===== src/rtl/pic_pkg.sv =====
// Package for the priority interrupt command logic: field positions, codes and reset values.
package pic_pkg;

  // Register address bit values that separate the word groups.
  localparam logic ADDR_LOW = 1'b0;
  localparam logic ADDR_HIGH = 1'b1;
  // Byte offsets of the two controllers from the board base.
  localparam logic [1:0] MASTER_OFFSET = 2'h0;
  localparam logic [1:0] SLAVE_OFFSET = 2'h2;

  // Field positions in the first initialization word.
  localparam int INIT_ONE_MARK_BIT = 4;
  localparam int TRIGGER_SELECT_BIT = 3;
  localparam int VECTOR_INTERVAL_BIT = 2;
  // Field positions in the mode word.
  localparam int SPECIAL_NESTING_BIT = 4;
  localparam int ROLE_BIT = 2;
  localparam int AUTO_END_BIT = 1;
  localparam int PROCESSOR_STYLE_BIT = 0;
  // Field positions in operational words.
  localparam int COMMAND_MARK_BIT = 3;
  localparam int SPECIAL_MASK_WRITE_BIT = 6;
  localparam int SPECIAL_MASK_SET_BIT = 5;
  localparam int POLL_BIT = 2;
  localparam int READ_REQUEST_BIT = 1;
  localparam int READ_SELECT_BIT = 0;
  localparam int CODE_LSB = 5;

  // Reset values.
  localparam logic [7:0] MASK_RESET = 8'h00;
  localparam logic [7:0] CLEAR_BYTE = 8'h00;
  localparam logic [2:0] LOWEST_RESET = 3'h7;

  // Decoded end and rotation commands.
  typedef enum logic [2:0] {
    CMD_AUTO_ROT_OFF = 3'h0,
    CMD_NONSPEC_END = 3'h1,
    CMD_NOP = 3'h2,
    CMD_SPEC_END = 3'h3,
    CMD_AUTO_ROT_ON = 3'h4,
    CMD_NONSPEC_ROT = 3'h5,
    CMD_SET_LOWEST = 3'h6,
    CMD_SPEC_ROT = 3'h7
  } pic_cmd_type;

  // Initialization sequence states, one-hot.
  typedef enum logic [3:0] {
    ST_OPER = 4'b0001,
    ST_VECTOR = 4'b0010,
    ST_CASCADE = 4'b0100,
    ST_MODE = 4'b1000
  } pic_state_type;

  // Host register access carried as one group.
  typedef struct packed {
    logic wr;
    logic rd;
    logic addr;
    logic [7:0] data;
  } pic_bus_type;

  // Interrupt acknowledge carried as one group.
  typedef struct packed {
    logic ack;
    logic [2:0] level;
  } pic_ack_type;

endpackage


===== src/rtl/pic_command.sv =====
// Command word decoding and priority logic of the eight-input interrupt controller.
//
// Overview of operation
// - First init word clears in-service and mask registers, unmasking all inputs.
// - First init word leaves special mask mode and selects request register reads.
// - First init word turns off rotation on automatic end of interrupt.
// - After init, fully nested priority with input zero highest, seven lowest.
// - Init clears edge latches; edge mode then needs a fresh rising edge.
// - Interval bit picks 4-byte spacing when set, 8-byte when clear, 8-bit style.
// - Trigger bit picks level-sensitive inputs when set, edge-sensitive when clear.
// - Call address: request number at bits 2-4 or 3-5, lower bits zero, rest programmed.
// - 16-bit style vector: upper five bits programmed, lower three the level.
// - Master cascade word marks which inputs carry a slave.
// - Slave cascade word low three bits hold its identity.
// - Processor style bit picks 16-bit vectoring when one, call style when zero.
// - Auto-end bit clears in-service at acknowledge in the master role only; else explicit end needed.
// - Role bit makes the controller master when one, slave when zero.
// - Nesting bit selects special fully nested mode; master only by software.
// - Mask bit one blocks its input, zero enables it; reads return the same.
// - Three-bit code decodes rotation, end, no-op and priority set commands.
// - Level field names one level, used only when select-level bit is one.
// - Special mask bit takes effect only when its write enable bit is one.
// - Poll bit issues a poll, taking precedence over read-register in same word.
// - Register select picks in-service or request register only with read bit set.
// - Master words sit at offsets zero and one, slave at two and three.
`timescale 1ns/100ps
`default_nettype none
module pic_command
  import pic_pkg::*;
#(
  parameter int NUM_INPUTS = 8
)(
  input wire logic MCLK,
  input wire logic RESETN,
  input wire pic_bus_type BUS,
  input wire logic [NUM_INPUTS-1:0] REQ,
  input wire pic_ack_type ACK,
  output logic [7:0] RDATA,
  output logic INT_OUT,
  output logic [2:0] INT_LEVEL,
  output logic [15:0] VECTOR,
  output logic MASTER_ROLE,
  output logic [7:0] CASCADE_WORD
);

  pic_state_type state_q;
  logic trigger_level_q;
  logic interval_four_q;
  logic [2:0] call_low_q;
  logic [7:0] vector_base_q;
  logic special_nesting_q;
  logic master_q;
  logic auto_end_q;
  logic style_16_q;
  logic [7:0] mask_q;
  logic [7:0] in_service_q;
  logic [7:0] request_q;
  logic [7:0] edge_arm_q;
  logic special_mask_q;
  logic auto_rotate_q;
  logic read_in_service_q;
  logic poll_pending_q;
  logic [2:0] lowest_q;
  logic [7:0] rdata_q;
  logic int_q;
  logic [2:0] int_level_q;
  logic [15:0] vector_q;
  logic [7:0] cascade_q;

  logic init_start;
  logic oper_low;
  logic oper_high;
  logic [2:0] cmd_code;
  logic [7:0] eligible;
  logic found;
  logic [2:0] best;
  logic [2:0] top_service;
  logic service_found;

  // Rotates a level so that the highest current priority becomes slot zero.
  function automatic logic [2:0] rank(input logic [2:0] level, input logic [2:0] lowest);
    rank = 3'(level - lowest - 3'h1);
  endfunction

  assign init_start = BUS.wr && BUS.addr == ADDR_LOW && BUS.data[INIT_ONE_MARK_BIT];
  assign oper_low = BUS.wr && BUS.addr == ADDR_LOW && !BUS.data[INIT_ONE_MARK_BIT];
  assign oper_high = BUS.wr && BUS.addr == ADDR_HIGH && state_q == ST_OPER;
  assign cmd_code = BUS.data[CODE_LSB +: 3];

  // Pick the highest-priority unmasked request and the highest in-service level.
  always_comb
  begin
    found = 1'b0;
    best = 3'h0;
    service_found = 1'b0;
    top_service = 3'h0;
    eligible = request_q & ~mask_q;
    for (int k = 7; k >= 0; k--)
    begin
      // Walk from lowest priority slot to highest so the last hit wins.
      if (in_service_q[3'(lowest_q + 3'(k) + 3'h1)])
      begin
        service_found = 1'b1;
        top_service = 3'(lowest_q + 3'(k) + 3'h1);
      end
      if (eligible[3'(lowest_q + 3'(k) + 3'h1)])
      begin
        found = 1'b1;
        best = 3'(lowest_q + 3'(k) + 3'h1);
      end
    end
  end

  // Initialization sequence; the cascade word is skipped by no mode here.
  always_ff @(posedge MCLK or negedge RESETN)
  begin
    if (!RESETN)
      state_q <= ST_OPER;
    else if (init_start)
      state_q <= ST_VECTOR;
    else if (BUS.wr && BUS.addr == ADDR_HIGH)
    begin
      case (state_q)
        ST_VECTOR: state_q <= ST_CASCADE;
        ST_CASCADE: state_q <= ST_MODE;
        ST_MODE: state_q <= ST_OPER;
        ST_OPER: state_q <= ST_OPER;
        default: state_q <= ST_OPER;
      endcase
    end
  end

  // Initialization word fields.
  always_ff @(posedge MCLK or negedge RESETN)
  begin
    if (!RESETN)
    begin
      trigger_level_q <= 1'b0;
      interval_four_q <= 1'b0;
      call_low_q <= 3'h0;
      vector_base_q <= CLEAR_BYTE;
      cascade_q <= CLEAR_BYTE;
      special_nesting_q <= 1'b0;
      master_q <= 1'b0;
      auto_end_q <= 1'b0;
      style_16_q <= 1'b0;
    end
    else if (init_start)
    begin
      trigger_level_q <= BUS.data[TRIGGER_SELECT_BIT];
      interval_four_q <= BUS.data[VECTOR_INTERVAL_BIT];
      call_low_q <= BUS.data[7:5];
    end
    else if (BUS.wr && BUS.addr == ADDR_HIGH)
    begin
      if (state_q == ST_VECTOR)
        vector_base_q <= BUS.data;
      if (state_q == ST_CASCADE)
        cascade_q <= BUS.data;
      if (state_q == ST_MODE)
      begin
        special_nesting_q <= BUS.data[SPECIAL_NESTING_BIT];
        master_q <= BUS.data[ROLE_BIT];
        auto_end_q <= BUS.data[AUTO_END_BIT];
        style_16_q <= BUS.data[PROCESSOR_STYLE_BIT];
      end
    end
  end

  // Mask register: a one blocks its input.
  always_ff @(posedge MCLK or negedge RESETN)
  begin
    if (!RESETN)
      mask_q <= MASK_RESET;
    else if (init_start)
      mask_q <= MASK_RESET;
    else if (oper_high)
      mask_q <= BUS.data;
  end

  // Operational modes from the third command word and the end command code.
  always_ff @(posedge MCLK or negedge RESETN)
  begin
    if (!RESETN)
    begin
      special_mask_q <= 1'b0;
      read_in_service_q <= 1'b0;
      poll_pending_q <= 1'b0;
      auto_rotate_q <= 1'b0;
      lowest_q <= LOWEST_RESET;
    end
    else if (init_start)
    begin
      special_mask_q <= 1'b0;
      read_in_service_q <= 1'b0;
      poll_pending_q <= 1'b0;
      auto_rotate_q <= 1'b0;
      lowest_q <= LOWEST_RESET;
    end
    else
    begin
      if (BUS.rd)
        poll_pending_q <= 1'b0;
      if (oper_low && BUS.data[COMMAND_MARK_BIT])
      begin
        if (BUS.data[SPECIAL_MASK_WRITE_BIT])
          special_mask_q <= BUS.data[SPECIAL_MASK_SET_BIT];
        if (BUS.data[POLL_BIT])
          poll_pending_q <= 1'b1;
        else if (BUS.data[READ_REQUEST_BIT])
          read_in_service_q <= BUS.data[READ_SELECT_BIT];
      end
      else if (oper_low)
      begin
        case (pic_cmd_type'(cmd_code))
          CMD_AUTO_ROT_OFF: auto_rotate_q <= 1'b0;
          CMD_AUTO_ROT_ON: auto_rotate_q <= 1'b1;
          CMD_NONSPEC_ROT: if (service_found) lowest_q <= top_service;
          CMD_SET_LOWEST: lowest_q <= BUS.data[2:0];
          CMD_SPEC_ROT: lowest_q <= BUS.data[2:0];
          default: lowest_q <= lowest_q;
        endcase
      end
      else if (ACK.ack && auto_end_q && master_q && auto_rotate_q)
        lowest_q <= ACK.level;
    end
  end

  // In-service register: set at acknowledge unless auto-end in the master role, cleared by end commands.
  always_ff @(posedge MCLK or negedge RESETN)
  begin
    if (!RESETN)
      in_service_q <= CLEAR_BYTE;
    else if (init_start)
      in_service_q <= CLEAR_BYTE;
    else
    begin
      if (oper_low && !BUS.data[COMMAND_MARK_BIT] && BUS.data[CODE_LSB])
      begin
        if (BUS.data[CODE_LSB+1])
          in_service_q[BUS.data[2:0]] <= 1'b0;
        else if (service_found)
          in_service_q[top_service] <= 1'b0;
      end
      // An acknowledge in the same cycle as an end command is never lost.
      if (ACK.ack && !(auto_end_q && master_q))
        in_service_q[ACK.level] <= 1'b1;
    end
  end

  // Request latch; edge mode needs a low level before the next rise.
  always_ff @(posedge MCLK or negedge RESETN)
  begin
    if (!RESETN)
    begin
      request_q <= CLEAR_BYTE;
      edge_arm_q <= CLEAR_BYTE;
    end
    else if (init_start)
    begin
      request_q <= CLEAR_BYTE;
      edge_arm_q <= CLEAR_BYTE;
    end
    else
    begin
      for (int i = 0; i < 8; i++)
      begin
        edge_arm_q[i] <= !REQ[i];
        if (trigger_level_q)
          request_q[i] <= REQ[i];
        else if (REQ[i] && edge_arm_q[i])
          request_q[i] <= 1'b1;
        else if (!REQ[i] || (ACK.ack && ACK.level == 3'(i)))
          request_q[i] <= 1'b0;
      end
    end
  end

  // Interrupt output, vector and read data all registered.
  always_ff @(posedge MCLK or negedge RESETN)
  begin
    if (!RESETN)
    begin
      int_q <= 1'b0;
      int_level_q <= 3'h0;
      vector_q <= 16'h0000;
      rdata_q <= CLEAR_BYTE;
    end
    else
    begin
      // Special nesting lets an equal level through; special mask ignores service.
      int_q <= found && (special_mask_q || !service_found ||
               rank(best, lowest_q) < rank(top_service, lowest_q) ||
               (special_nesting_q && best == top_service));
      int_level_q <= best;
      if (style_16_q)
        vector_q <= {8'h00, vector_base_q[7:3], best};
      else if (interval_four_q)
        vector_q <= {vector_base_q, call_low_q, best, 2'b00};
      else
        vector_q <= {vector_base_q, call_low_q[2:1], best, 3'b000};
      if (poll_pending_q)
        rdata_q <= {found, 4'h0, best};
      else if (BUS.addr == ADDR_HIGH)
        rdata_q <= mask_q;
      else
        rdata_q <= read_in_service_q ? in_service_q : request_q;
    end
  end

  assign RDATA = rdata_q;
  assign INT_OUT = int_q;
  assign INT_LEVEL = int_level_q;
  assign VECTOR = vector_q;
  assign MASTER_ROLE = master_q;
  assign CASCADE_WORD = cascade_q;

  // Init word must clear mask and service one cycle later.
  a_init_clears: assert property (@(posedge MCLK) disable iff (!RESETN)
    init_start |=> mask_q == MASK_RESET && in_service_q == CLEAR_BYTE)
    else $error("init did not clear mask and service");
  a_init_sequence: assert property (@(posedge MCLK) disable iff (!RESETN)
    init_start |=> state_q == ST_VECTOR && lowest_q == LOWEST_RESET)
    else $error("init sequence not started");
  a_mask_write: assert property (@(posedge MCLK) disable iff (!RESETN)
    oper_high |=> mask_q == $past(BUS.data))
    else $error("mask write lost");
  a_mask_blocks: assert property (@(posedge MCLK) disable iff (!RESETN)
    found |-> !mask_q[best])
    else $error("masked input selected");
  a_special_mask_hold: assert property (@(posedge MCLK) disable iff (!RESETN)
    (oper_low && BUS.data[COMMAND_MARK_BIT] && !BUS.data[SPECIAL_MASK_WRITE_BIT])
    |=> $stable(special_mask_q))
    else $error("special mask changed without enable");
  a_vector_style: assert property (@(posedge MCLK) disable iff (!RESETN)
    style_16_q |=> VECTOR[15:8] == 8'h00)
    else $error("16-bit vector upper byte not zero");
  a_edge_fresh: assert property (@(posedge MCLK) disable iff (!RESETN)
    (init_start ##1 !trigger_level_q) |=> request_q == CLEAR_BYTE)
    else $error("edge request without fresh transition");
  a_poll_first: assert property (@(posedge MCLK) disable iff (!RESETN)
    (oper_low && BUS.data[COMMAND_MARK_BIT] && BUS.data[POLL_BIT])
    |=> poll_pending_q && $stable(read_in_service_q))
    else $error("poll did not override read select");

endmodule
`default_nettype wire


===== config.mk =====
export PLATFORM = sky130hd
export DESIGN_NAME = pic_command
export DESIGN_NICKNAME = d
export VERILOG_FILES = /design/src/rtl/pic_pkg.sv /design/src/rtl/pic_command.sv
export SDC_FILE = /design/constraint.sdc
export NUM_CORES = 1
export LEC_CHECK = 0
export BUFFER_PORTS_ARGS = -buffer_cell sky130_fd_sc_hd__buf_2
export CAP_MARGIN = 40
export CELL_PAD_IN_SITES_DETAIL_PLACEMENT = 0
export CELL_PAD_IN_SITES_GLOBAL_PLACEMENT = 2
export CORE_MARGIN = 10
export CORE_UTILIZATION = 38
export CTS_CLUSTER_DIAMETER = 80
export DETAILED_ROUTE_END_ITERATION = 8
export HOLD_SLACK_MARGIN = 0.1
export PLACE_DENSITY = 0.79
export SETUP_SLACK_MARGIN = 0.02
export SYNTH_ARGS = -nofsm -noshare
export SYNTH_HDL_FRONTEND = slang
export SYNTH_SLANG_ARGS = --single-unit

===== constraint.sdc =====
create_clock -name MCLK -period 6.3 [get_ports MCLK]
set_input_delay 0.63 -clock MCLK [delete_from_list [all_inputs] [get_ports MCLK]]
set_output_delay 0.63 -clock MCLK [all_outputs]
set_load 0.05 [all_outputs]

### After elaboration in Yosys (flattened, before gate mapping)

Cells that the tools add are included.

* register bits after elaboration: 96
* word-level logic and storage cells: 308
* output and inout port bits: 37
* input bits: 25

* add/sub/neg operators: 18
* equality and inequality tests: 20
* order comparisons: 15
* multiplexer cells: 133
* bitwise operators: 9
* reductions and logical operators: 83

Operator list (count)
* $mux W8: 13
* $mux W1: 73
* $mux W3: 21
* $bmux W1 S3: 16
* $lt A3 B4 Y1 const B: 11
* $logic_and A1 B1 Y1: 34
* $reduce_bool A4 Y1: 8
* $add A3 B1 Y3 const B: 8
* $and A8 B8 Y8: 3
* $eq A3 B3 Y1 const B: 8
* $not A8 Y8: 3
* $mux W16: 1
* $reduce_and A3 Y1: 5
* $add A3 B3 Y3 const B: 4
* $logic_not A1 Y1: 12
* $reduce_bool A2 Y1: 6
* $logic_or A1 B1 Y1: 11
* $demux W1 S3: 3
* $ge A3 B1 Y1 const B: 3
* $mux W4: 2
* $or A8 B8 Y8: 1
* $pmux W4 S2: 1
* $add A3 B2 Y3 const B: 2
* $eq A3 B2 Y1 const B: 2
* 22 further kinds: 27

### Depth between registers and ports, before layout

Gate-level depths: netlist of run 1.

* depth after elaboration: 25
* mapped depth: 21
* mapped depth without buffers: 16

### Worst setup path after synthesis of run 1

OpenSTA, ideal clock, no wires.

* path type: reg2reg
* start: register lowest_q[0]
* end: register int_q (netlist: INT_OUT)
* data arrival time: 4.753 ns
* period minus slack after synthesis: 4.889 ns
* stages on the path, launching flop included: 20
* buffers on the path: 5
* data required time: 6.164 ns
* library setup time: 0.136 ns
* setup slack: 1.411 ns
* path through: dfstp_2 buf_2 inv_2 buf_2 buf_2 ha_1 buf_6 buf_2 mux4_2 mux2_2 or2_1 o2111a_1 a311oi_2 ha_1 fa_1 ha_1 a21o_1 a21oi_1 o31ai_1 o41ai_2

* cells in the longest elaborated chain, start to end: 18
* elaborated cells between the ends (all ways): 90
* classes of those cells: 18 x add/sub; 1 x order compare; 1 x eq/ne; 64 x mux; 6 x reduce/logical

RTL lines
* start: declaration: line pic_command.sv:63 `logic [2:0] lowest_q;`
* start signal: assignment: line pic_command.sv:218 `CMD_NONSPEC_ROT: if (service_found) lowest_q <= top_service;`
* start signal: assignment: line pic_command.sv:219 `CMD_SET_LOWEST: lowest_q <= BUS.data[2:0];`
* start signal: assignment: line pic_command.sv:220 `CMD_SPEC_ROT: lowest_q <= BUS.data[2:0];`
* $add A3 B3 Y3: line pic_command.sv:106, pic_command.sv:109
* $add A3 B1 Y3: line pic_command.sv:106, pic_command.sv:109
* $bmux W1 S3: line pic_command.sv:106 `if (eligible[3'(lowest_q + 3'(k) + 3'h1)])`
* $mux W1 (implied by the code): line pic_command.sv:106
* $mux W3 (7 in series): line pic_command.sv:106
* $mux W3 *: line pic_command.sv:106
* net best[0]: line pic_command.sv:76 `logic [2:0] best;`
* $sub A3 B3 Y3: line pic_command.sv:82 `rank = 3'(level - lowest - 3'h1);`
* $sub A3 B1 Y3: line pic_command.sv:82
* $lt A3 B3 Y1: line pic_command.sv:293 `rank(best, lowest_q) < rank(top_service, lowest_q) ||`
* $logic_or A1 B1 Y1: line pic_command.sv:292 `int_q <= found && (special_mask_q || !service_found ||`
* $logic_or A1 B1 Y1 *: line pic_command.sv:293
* $logic_and A1 B1 Y1 *: line pic_command.sv:292
* end signal: assignment: line pic_command.sv:292
* end: declaration: line pic_command.sv:65 `logic int_q;`

The timed path passes the listed nets; every way through them passes the cells marked *. The select of a mux whose other input is x is not followed.
A chain may end at the register's enable or synchronous reset.

### Final worst setup path of run 1

* start: register lowest_q[1]
* end: register int_q (netlist: INT_OUT)

* cells in the longest elaborated chain, start to end: 18
* elaborated cells between the ends (all ways): 90
* classes of those cells: 18 x add/sub; 1 x order compare; 1 x eq/ne; 64 x mux; 6 x reduce/logical

RTL lines (line)
* $add A3 B3 Y3
* $add A3 B1 Y3
* $bmux W1 S3, on equally long branches: pic_command.sv:106, pic_command.sv:101
* $mux W1, on equally long branches: pic_command.sv:106, pic_command.sv:101
* $mux W3, on equally long branches (8 in series): pic_command.sv:106, pic_command.sv:101
* $sub A3 B3 Y3: pic_command.sv:82
* $sub A3 B1 Y3: pic_command.sv:82
* $lt A3 B3 Y1: pic_command.sv:293
* $logic_or A1 B1 Y1: pic_command.sv:292
* $logic_or A1 B1 Y1: pic_command.sv:293
* $logic_and A1 B1 Y1 *: pic_command.sv:292

Every way passes the cells marked *; elsewhere a longest branch is shown, timed or not. The select of a mux whose other input is x is not followed.

==> run summary, run 1 <==
SYNTH
------------------------------------------------------------------------------------
Total nets after synthesis                                                       680
Number of warnings issued by yosys                                                 0
Unique cell type count in the Yosys netlist                                       76
Part of the Yosys area used for sequential elements                            38.4%
Post-Synthesis Cell Area                                                0.00627 mm^2
Post-synthesis average cell area                                           9.71 um^2
Number of register bits inferred by synthesis                                     96
Proportion of synthesized flip-flops having asynchronous set or reset           100%
Predominant post-synthesis flop cell                                    sky130_fd_sc_hd__dfrtp_1
Post-Synthesis Cells                                                             646
Number of enable flip-flop cells after synthesis                                   0

WORST SETUP PATH
------------------------------------------------------------------------------------
Worst flop-to-flop path endpoint                                             INT_OUT
Required time at the worst-slack endpoint                                    6.52 ns
Worst reg-to-reg setup slack                                                 0.79 ns
Worst R2R Path Depth                                                              14
Highest fanout seen on the critical path                                          21
Kind of critical path                                                   flop to flop
Arrival time worst endpoint                                                  5.73 ns
Startpoint type of the worst setup path                                         flop
R2r startpoint                                                           lowest_q[1]
Endpoint class of the critical path                                             flop

TIMING
------------------------------------------------------------------------------------
Slew at the pin closest to its max-slew limit                               0.926 ns
Smallest hold slack                                                         0.214 ns
Number of pins with negative max-slew slack in the final report                    0
Worst rel slew slack                                                           38.2%
Setup repair after global routing missed its margin                               no
Share of the cycle needed by the critical path after routing                   87.5%
Maximum frequency from static timing analysis                              0.181 GHz
Final Setup Violations                                                             0
Layout Skew                                                               0.00806 ns
Period minus WS final                                                        5.51 ns
Final Hold Fails                                                                   0
Setup_tns                                                                       0 ns

POWER AND IR DROP
------------------------------------------------------------------------------------
Sw Ratio                                                                       45.0%
Sequential fraction of design power                                            30.3%
Power Internal                                                               1.66 mW
Fraction of power consumed by the clock network                                18.5%
Power density over cell area                                             428 mW/mm^2
Leakage                                                                      3.11 nW
Switching pwr                                                                1.35 mW
Total power                                                                  3.01 mW
Logic gate share of total power                                                51.2%
Worst supply voltage drop on vdd                                          0.000210 V

CLOCK TREE
------------------------------------------------------------------------------------
Clock transition at the registers of the reported paths                      0.07 ns
Number of setup buffers added after CTS                                            0
CTS H-Tree Depth                                                                   3
Worst-Skew Late Latency                                                      0.35 ns
Clock root buffer                                                       sky130_fd_sc_hd__clkbuf_16
Number of buffers created by CTS                                                   9
Cells resized by post-CTS repair                                                   0
Hold Buf Count CTS                                                                 0
TritonCTS Sinks                                                                   96
Longest Clk Path Bufs                                                              2
Clock tree from TritonCTS                                                      built

PLACEMENT
------------------------------------------------------------------------------------
Port Buffer Count                                                                 61
Total instance count after detailed placement                                    884
Final HPWL from detailed placement                                           13.7 mm
Gp weighted congestion                                                         0.849

DIE
------------------------------------------------------------------------------------
Starting density of the core                                                   39.1%
Height of the die                                                             148 um
Floorplan die area                                                       0.0220 mm^2
Overall die width                                                             148 um
Placement Rows                                                                    46
Core area                                                                0.0161 mm^2
IO Count                                                                          62

ROUTING
------------------------------------------------------------------------------------
Number of vias in the routed layout                                             5185
Final wirelength                                                             18.6 mm
DRC violation count after routing                                                  0
Final routed wire length divided by cell count                               20.7 um
Router iterations before antenna repair                                            5
Starting DRT DRC Count                                                           372
Via density                                                                     5.76
Number of nets with antenna violations after routing                               0

FLOW RUN
------------------------------------------------------------------------------------
Count of max-cap constraint violations                                             0

LAYOUT
------------------------------------------------------------------------------------
Layout cell share with drive strength beyond 1                                 20.9%
Number of diodes                                                                   0
Net count reported at finish                                                     713
Syn-to-layout area delta                                                       12.1%
Final standard cell count with taps included and fillers excluded                900

HOLD PATH
------------------------------------------------------------------------------------
Class of the tightest hold or removal check                             primary input to async pin

GLOBAL ROUTE
------------------------------------------------------------------------------------
Wire length of the first global-routing pass                                 29.9 mm
Pin count of the biggest net entering global routing                              64
Vias in the first global route                                                  5321
GRT Resource Usage Total                                                       17.0%
Global-route congestion overflow total                                             0
Number of antenna violations at the first check in global routing                  0

OUTCOME
------------------------------------------------------------------------------------
Result of the run                                                          completed

through the flow:
stage | util [%] | worst slack [ns] | cell area (um^2)
2_1_floorplan | - | 1.41 | 6270
3_3_place_gp | 41.7 | 1.09 | 6700
3_5_place_dp | 41.9 | 0.817 | 6730
4_1_cts | 43.8 | 0.814 | 7030
5_1_grt | 43.8 | 0.426 | 7030
6_report | 43.8 | 0.789 | 7030
layout make-up:
cell class                 count  area, um^2
clock buffer                   9         225
clock inverter                 7        78.8
fill                        1566        9030
inverter                      16        60.1
multi-input combinational    486        3590
sequential                    96        2410
tap                          216         270
timing repair buffer          70         395
placed cells by master (no fill, tap or decap), types with 5 or more instances in the layout:
master | netlist | routed
sky130_fd_sc_hd__a21oi_1 | 40 | 40
sky130_fd_sc_hd__and2_1 | 8 | 8
sky130_fd_sc_hd__buf_2 | 9 | 60
sky130_fd_sc_hd__buf_4 | 1 | 9
sky130_fd_sc_hd__clkbuf_16 | 0 | 9
sky130_fd_sc_hd__dfrtp_1 | 92 | 92
sky130_fd_sc_hd__ha_1 | 7 | 7
sky130_fd_sc_hd__inv_1 | 12 | 12
sky130_fd_sc_hd__mux2_2 | 16 | 16
sky130_fd_sc_hd__mux2i_1 | 40 | 40
sky130_fd_sc_hd__mux4_2 | 25 | 25
sky130_fd_sc_hd__nand2_1 | 86 | 86
sky130_fd_sc_hd__nand2b_1 | 14 | 14
sky130_fd_sc_hd__nand3_1 | 16 | 16
sky130_fd_sc_hd__nor2_1 | 50 | 50
sky130_fd_sc_hd__nor2b_1 | 18 | 18
sky130_fd_sc_hd__nor3_1 | 9 | 9
sky130_fd_sc_hd__o21ai_0 | 39 | 39
sky130_fd_sc_hd__o21ai_1 | 12 | 12
sky130_fd_sc_hd__o22ai_1 | 5 | 5
sky130_fd_sc_hd__xnor2_1 | 6 | 6
routing by layer:
metal / vias up / global-route usage, % / wire [um]
met5: - / 0 / 0
met2: 164 / 27.6 / 8870
met3: 30 / 3.52 / 1040
met4: 0 / 5.80 / 420
li1: 2410 / - / -
met1: 2581 / 22.1 / 8290
cells by family (layout without fill, tap and decap cells):
group / Yosys count / count (layout) / share of synthesized area [%]
simple gates: 223 / 223 / 16.7
compound gates: 155 / 155 / 16.6
flops: 96 / 96 / 38.4
mux: 86 / 86 / 19.7
buf+inv: 64 / 102 / 4.33
xor+xnor: 13 / 13 / 2.27
fa+ha+maj: 9 / 9 / 2.03
cell usage after synthesis (9+ instances only):
master                     number  share of area, %
sky130_fd_sc_hd__dfrtp_1       92                37
sky130_fd_sc_hd__nand2_1       86               5.1
sky130_fd_sc_hd__nor2_1        50               3.0
sky130_fd_sc_hd__a21oi_1       40               3.2
sky130_fd_sc_hd__mux2i_1       40               6.4
sky130_fd_sc_hd__o21ai_0       39               3.1
sky130_fd_sc_hd__clkbuf_1      31               1.9
sky130_fd_sc_hd__mux4_2        25               9.0
sky130_fd_sc_hd__nor2b_1       18               1.8
sky130_fd_sc_hd__mux2_2        16               2.9
sky130_fd_sc_hd__nand3_1       16               1.3
sky130_fd_sc_hd__nand2b_1      14               1.4
sky130_fd_sc_hd__inv_1         12              0.72
sky130_fd_sc_hd__o21ai_1       12              0.96
sky130_fd_sc_hd__buf_2          9              0.72
sky130_fd_sc_hd__nor3_1         9              0.72
how the worst max path moves through the flow:
stage	startpoint	end	slack [ns]	cells after the start
4_1_cts	lowest_q[1]	INT_OUT	0.81	14
5_1_grt	lowest_q[1]	INT_OUT	0.43	14
6_report	lowest_q[1]	INT_OUT	0.79	14
3_3_place_gp	lowest_q[1]	INT_OUT	1.09	14
2_1_floorplan	lowest_q[0]	INT_OUT	1.41	19
3_5_place_dp	lowest_q[1]	INT_OUT	0.82	14
registers in the layout, indices dropped and copies added, names as in the netlist, 3 cells and up:
signal and flops:
VECTOR 16, CASCADE_WORD 8, RDATA 8, edge_arm_q 8, in_service_q 8, mask_q 8, request_q 8, vector_base_q 8
state_q 4, INT_LEVEL 3, call_low_q 3, lowest_q 3
power groups by stage:
| stage | clock network (mW) | registers [mW] | logic, mW |
|---|---|---|---|
| floorplan | 0 | 1.15 | 0.923 |
| global placement | 0 | 0.912 | 1.54 |
| detailed placement | 0 | 0.920 | 1.55 |
| CTS | 0.574 | 0.909 | 1.55 |
| global route | 0.602 | 0.930 | 1.67 |
| finish | 0.557 | 0.911 | 1.54 |
worst max-delay path, stage by stage, from the launching register on:
cell                        delay (ns)
sky130_fd_sc_hd__dfstp_2          0.83
sky130_fd_sc_hd__inv_2            0.23
sky130_fd_sc_hd__ha_1             0.78
sky130_fd_sc_hd__mux4_2           0.65
sky130_fd_sc_hd__mux2i_1          0.49
sky130_fd_sc_hd__nand2_1          0.10
sky130_fd_sc_hd__a2111oi_0        0.47
sky130_fd_sc_hd__a211oi_2         0.27
sky130_fd_sc_hd__fa_1             0.46
sky130_fd_sc_hd__xor2_1           0.16
sky130_fd_sc_hd__xnor2_1          0.17
sky130_fd_sc_hd__ha_1             0.32
sky130_fd_sc_hd__a21oi_1          0.06
sky130_fd_sc_hd__o31ai_1          0.27
sky130_fd_sc_hd__o41ai_2          0.13
Power figures use the tool's default switching activity.
==> inputs of run 2 (changes only) <==
--- a/config.mk
+++ b/config.mk
@@ -9,7 +9,7 @@
 export CAP_MARGIN = 40
 export CELL_PAD_IN_SITES_DETAIL_PLACEMENT = 0
 export CELL_PAD_IN_SITES_GLOBAL_PLACEMENT = 2
-export CORE_MARGIN = 10
+export CORE_MARGIN = 2
 export CORE_UTILIZATION = 38
 export CTS_CLUSTER_DIAMETER = 80
 export DETAILED_ROUTE_END_ITERATION = 8
==> run 2 against run 1 <==
- worst setup slack better by 0.12 ns
- worst hold slack better by 0.059 ns
- highest routed layer unchanged
- combinational power about the same
- global-route usage up 4.5 points
- die area down 20%
- via count up 0.44%
- power up 1.7%
- first-iteration DRC count up 1.9%
- core utilization up 0.22 points
- clock skew about the same
==> run summary, run 2 (synthesized netlist as in run 1, its figures left out) <==
TIMING
--------------------------------------------------------------------------------
Maximum frequency from static timing analysis                          0.185 GHz   was 0.181 GHz
Final Setup Violations                                                         0   unchanged
Setup_tns                                                                   0 ns   unchanged
Period minus WS final                                                    5.39 ns   was 5.51 ns
Final Hold Fails                                                               0   unchanged
Setup repair after global routing missed its margin                           no   unchanged
Share of the cycle needed by the critical path after routing               85.6%   was 87.5%
Worst rel slew slack                                                       38.8%   was 38.2%
Slew at the pin closest to its max-slew limit                           0.904 ns   was 0.926 ns
Layout Skew                                                           0.00843 ns   was 0.00806 ns
Number of pins with negative max-slew slack in the final report                0   unchanged

POWER AND IR DROP
--------------------------------------------------------------------------------
Worst supply voltage drop on vdd                                      0.000202 V   was 0.000210 V
Power density over cell area                                         435 mW/mm^2   was 428 mW/mm^2
Logic gate share of total power                                            50.2%   was 51.2%
Power Internal                                                           1.70 mW   was 1.66 mW
Leakage                                                                  3.12 nW   was 3.11 nW
Sequential fraction of design power                                        29.7%   was 30.3%
Switching pwr                                                            1.36 mW   was 1.35 mW
Sw Ratio                                                                   44.5%   was 45.0%
Fraction of power consumed by the clock network                            20.1%   was 18.5%

GLOBAL ROUTE
--------------------------------------------------------------------------------
Wire length of the first global-routing pass                             29.6 mm   was 29.9 mm
GRT Resource Usage Total                                                   21.5%   was 17.0%
Vias in the first global route                                              5230   was 5321
Global-route congestion overflow total                                         0   unchanged
Pin count of the biggest net entering global routing                          53   was 64
Number of antenna violations at the first check in global routing              0   unchanged

WORST SETUP PATH
--------------------------------------------------------------------------------
Cells along the critical path                                       inv_2 -> ha_1 -> buf_4 -> mux4_2 -> mux2_2 -> or2_1 -> mux2i_1 -> a311oi_2 -> buf_4 -> ha_1 -> fa_1 -> xor2_1 -> xnor2_1 -> ha_1 -> a21oi_1 -> o31ai_1 -> o41ai_2   was inv_2 -> ha_1 -> mux4_2 -> mux2i_1 -> nand2_1 -> a2111oi_0 -> a211oi_2 -> fa_1 -> xor2_1 -> xnor2_1 -> ha_1 -> a21oi_1 -> o31ai_1 -> o41ai_2
Worst stage delay on the critical path                                   0.84 ns   was 0.83 ns
Highest fanout seen on the critical path                                      23   was 21
CP top delay family                                                  adder cells   unchanged
Count of buffer and inverter cells on the critical path                        3   was 1
Startpoint type of the worst setup path                                     flop   unchanged
R2r startpoint                                                       lowest_q[1]   unchanged
Kind of critical path                                               flop to flop   unchanged
Timing startpoint of the critical path                               lowest_q[1]   unchanged
Endpoint class of the critical path                                         flop   unchanged
Required time at the worst-slack endpoint                                6.53 ns   was 6.52 ns
Most used cell, CP                                                  sky130_fd_sc_hd__ha_1   unchanged
Critical-path cell with the highest stage delay                     sky130_fd_sc_hd__dfstp_2   unchanged
Arrival time worst endpoint                                              5.62 ns   was 5.73 ns

CLOCK TREE
--------------------------------------------------------------------------------
Clock tree from TritonCTS                                                  built   unchanged
Cells resized by post-CTS repair                                               0   unchanged
TritonCTS Sinks                                                               96   unchanged
Worst-Skew Late Latency                                                  0.35 ns   about the same
Number of setup buffers added after CTS                                        0   unchanged
Hold Buf Count CTS                                                             0   unchanged
Longest Clk Path Bufs                                                          2   unchanged
Clock transition at the registers of the reported paths                  0.07 ns   about the same
Clock root buffer                                                   sky130_fd_sc_hd__clkbuf_16   unchanged
CTS H-Tree Depth                                                               3   unchanged
Number of buffers created by CTS                                               9   unchanged

ROUTING
--------------------------------------------------------------------------------
Via density                                                                 5.79   was 5.76
Final wirelength                                                         18.2 mm   was 18.6 mm
DRC violation count after routing                                              0   unchanged
Starting DRT DRC Count                                                       379   was 372
Final routed wire length divided by cell count                           20.3 um   was 20.7 um
Router iterations before antenna repair                                        7   was 5
Number of nets with antenna violations after routing                           0   unchanged
Number of vias in the routed layout                                         5208   was 5185

PLACEMENT
--------------------------------------------------------------------------------
Port Buffer Count                                                             61   unchanged
Final HPWL from detailed placement                                       13.3 mm   was 13.7 mm
Gp weighted congestion                                                     0.866   was 0.849
Area after detailed placement                                       0.00671 mm^2   was 0.00673 mm^2

DIE
--------------------------------------------------------------------------------
Floorplan die area                                                   0.0176 mm^2   was 0.0220 mm^2
Overall die width                                                         132 um   was 148 um
Placement Rows                                                                46   unchanged
Height of the die                                                         132 um   was 148 um
Starting density of the core                                               39.2%   was 39.1%
Core area                                                            0.0160 mm^2   was 0.0161 mm^2
IO Count                                                                      62   unchanged

LAYOUT
--------------------------------------------------------------------------------
Layout cell share with drive strength beyond 1                             20.8%   was 20.9%
Flip-flop count of the largest register after layout                          16   unchanged
Syn-to-layout area delta                                                   12.2%   was 12.1%
Final non-filler cell area                                          0.00704 mm^2   was 0.00703 mm^2
Most frequent cells in the layout                                   sky130_fd_sc_hd__dfrtp_1, sky130_fd_sc_hd__nand2_1, sky130_fd_sc_hd__buf_2, sky130_fd_sc_hd__nor2_1   unchanged
Number of diodes                                                               0   unchanged
Most common library cell in the layout ignoring fill and taps       sky130_fd_sc_hd__dfrtp_1   unchanged
Net count reported at finish                                                 712   was 713

HOLD PATH
--------------------------------------------------------------------------------
Class of the tightest hold or removal check                         primary input to async pin   unchanged

OUTCOME
--------------------------------------------------------------------------------
Result of the run                                                      completed   unchanged

FLOW RUN
--------------------------------------------------------------------------------
Count of max-cap constraint violations                                         0   unchanged

## run 2: cell types whose count changed in the layout (fill, tap and decap cells not counted)
cell / change
sky130_fd_sc_hd__clkinvlp_4: -2
sky130_fd_sc_hd__buf_16: -1
sky130_fd_sc_hd__buf_4: -1
sky130_fd_sc_hd__buf_8: +1
sky130_fd_sc_hd__bufinv_16: +1
sky130_fd_sc_hd__clkinv_2: -1
sky130_fd_sc_hd__inv_6: +1
sky130_fd_sc_hd__inv_8: +1
## run 2: area by class of cell
type | instances | area (um^2)
fill | 1616 | 8960
multi-input combinational | 486 | 3590
sequential | 96 | 2410
timing repair buffer | 69 | 375
tap | 216 | 270
clock buffer | 9 | 225
clock inverter | 7 | 109
inverter | 16 | 60.1
## run 2: worst paths after layout
| path | to | slack, ns | cells after the start |
|---|---|---|---|
| min | vector_base_q[1] | 0.27 | 1 |
| max in group asynchronous | RDATA[4] | 4.92 | 2 |
| min in group MCLK | edge_arm_q[2] | 0.44 | 2 |
| min reg2reg | vector_base_q[0] | 0.48 | 2 |
| max | INT_OUT | 0.91 | 17 |
| max reg2reg | INT_OUT | 0.91 | 17 |
## run 2: worst register-to-register path: cells and delay by family, from the launching register on
kind,cells,cell delay [ns]
xor gates and xnor gates,2,0.35
DFF,1,0.84
AOI/OAI and AO/OA,4,0.51
buffers and inverters,3,0.79
and+or+nand+nor,1,0.26
adders and majority gates,4,1.48
muxes,3,1.03
## run 2: stage by stage
stage	instances	hold WS (ns)	setup WS (ns)	total power [mW]	util, %
5_1_grt	899	0.313	0.604	3.26	44.0
3_5_place_dp	883	0.472	0.939	2.45	41.9
4_1_cts	899	0.295	0.923	3.08	44.0
2_1_floorplan	646	0.334	1.41	2.07	-
3_3_place_gp	881	0.461	1.06	2.42	41.8
6_report	899	0.273	0.909	3.06	44.0
## run 2: power by group through the flow
stage	sequential (mW)	combinational [mW]	clock [mW]
3_3_place_gp	0.914	1.51	0
6_report	0.909	1.54	0.615
2_1_floorplan	1.15	0.923	0
4_1_cts	0.909	1.54	0.626
3_5_place_dp	0.920	1.53	0
5_1_grt	0.934	1.67	0.653
## run 2: layer usage
metal	GRT usage, %	part of all wire (%)
met5	0	0
met4	7.17	1.9
met1	30.3	47
met2	34.9	48
met3	1.95	3.2
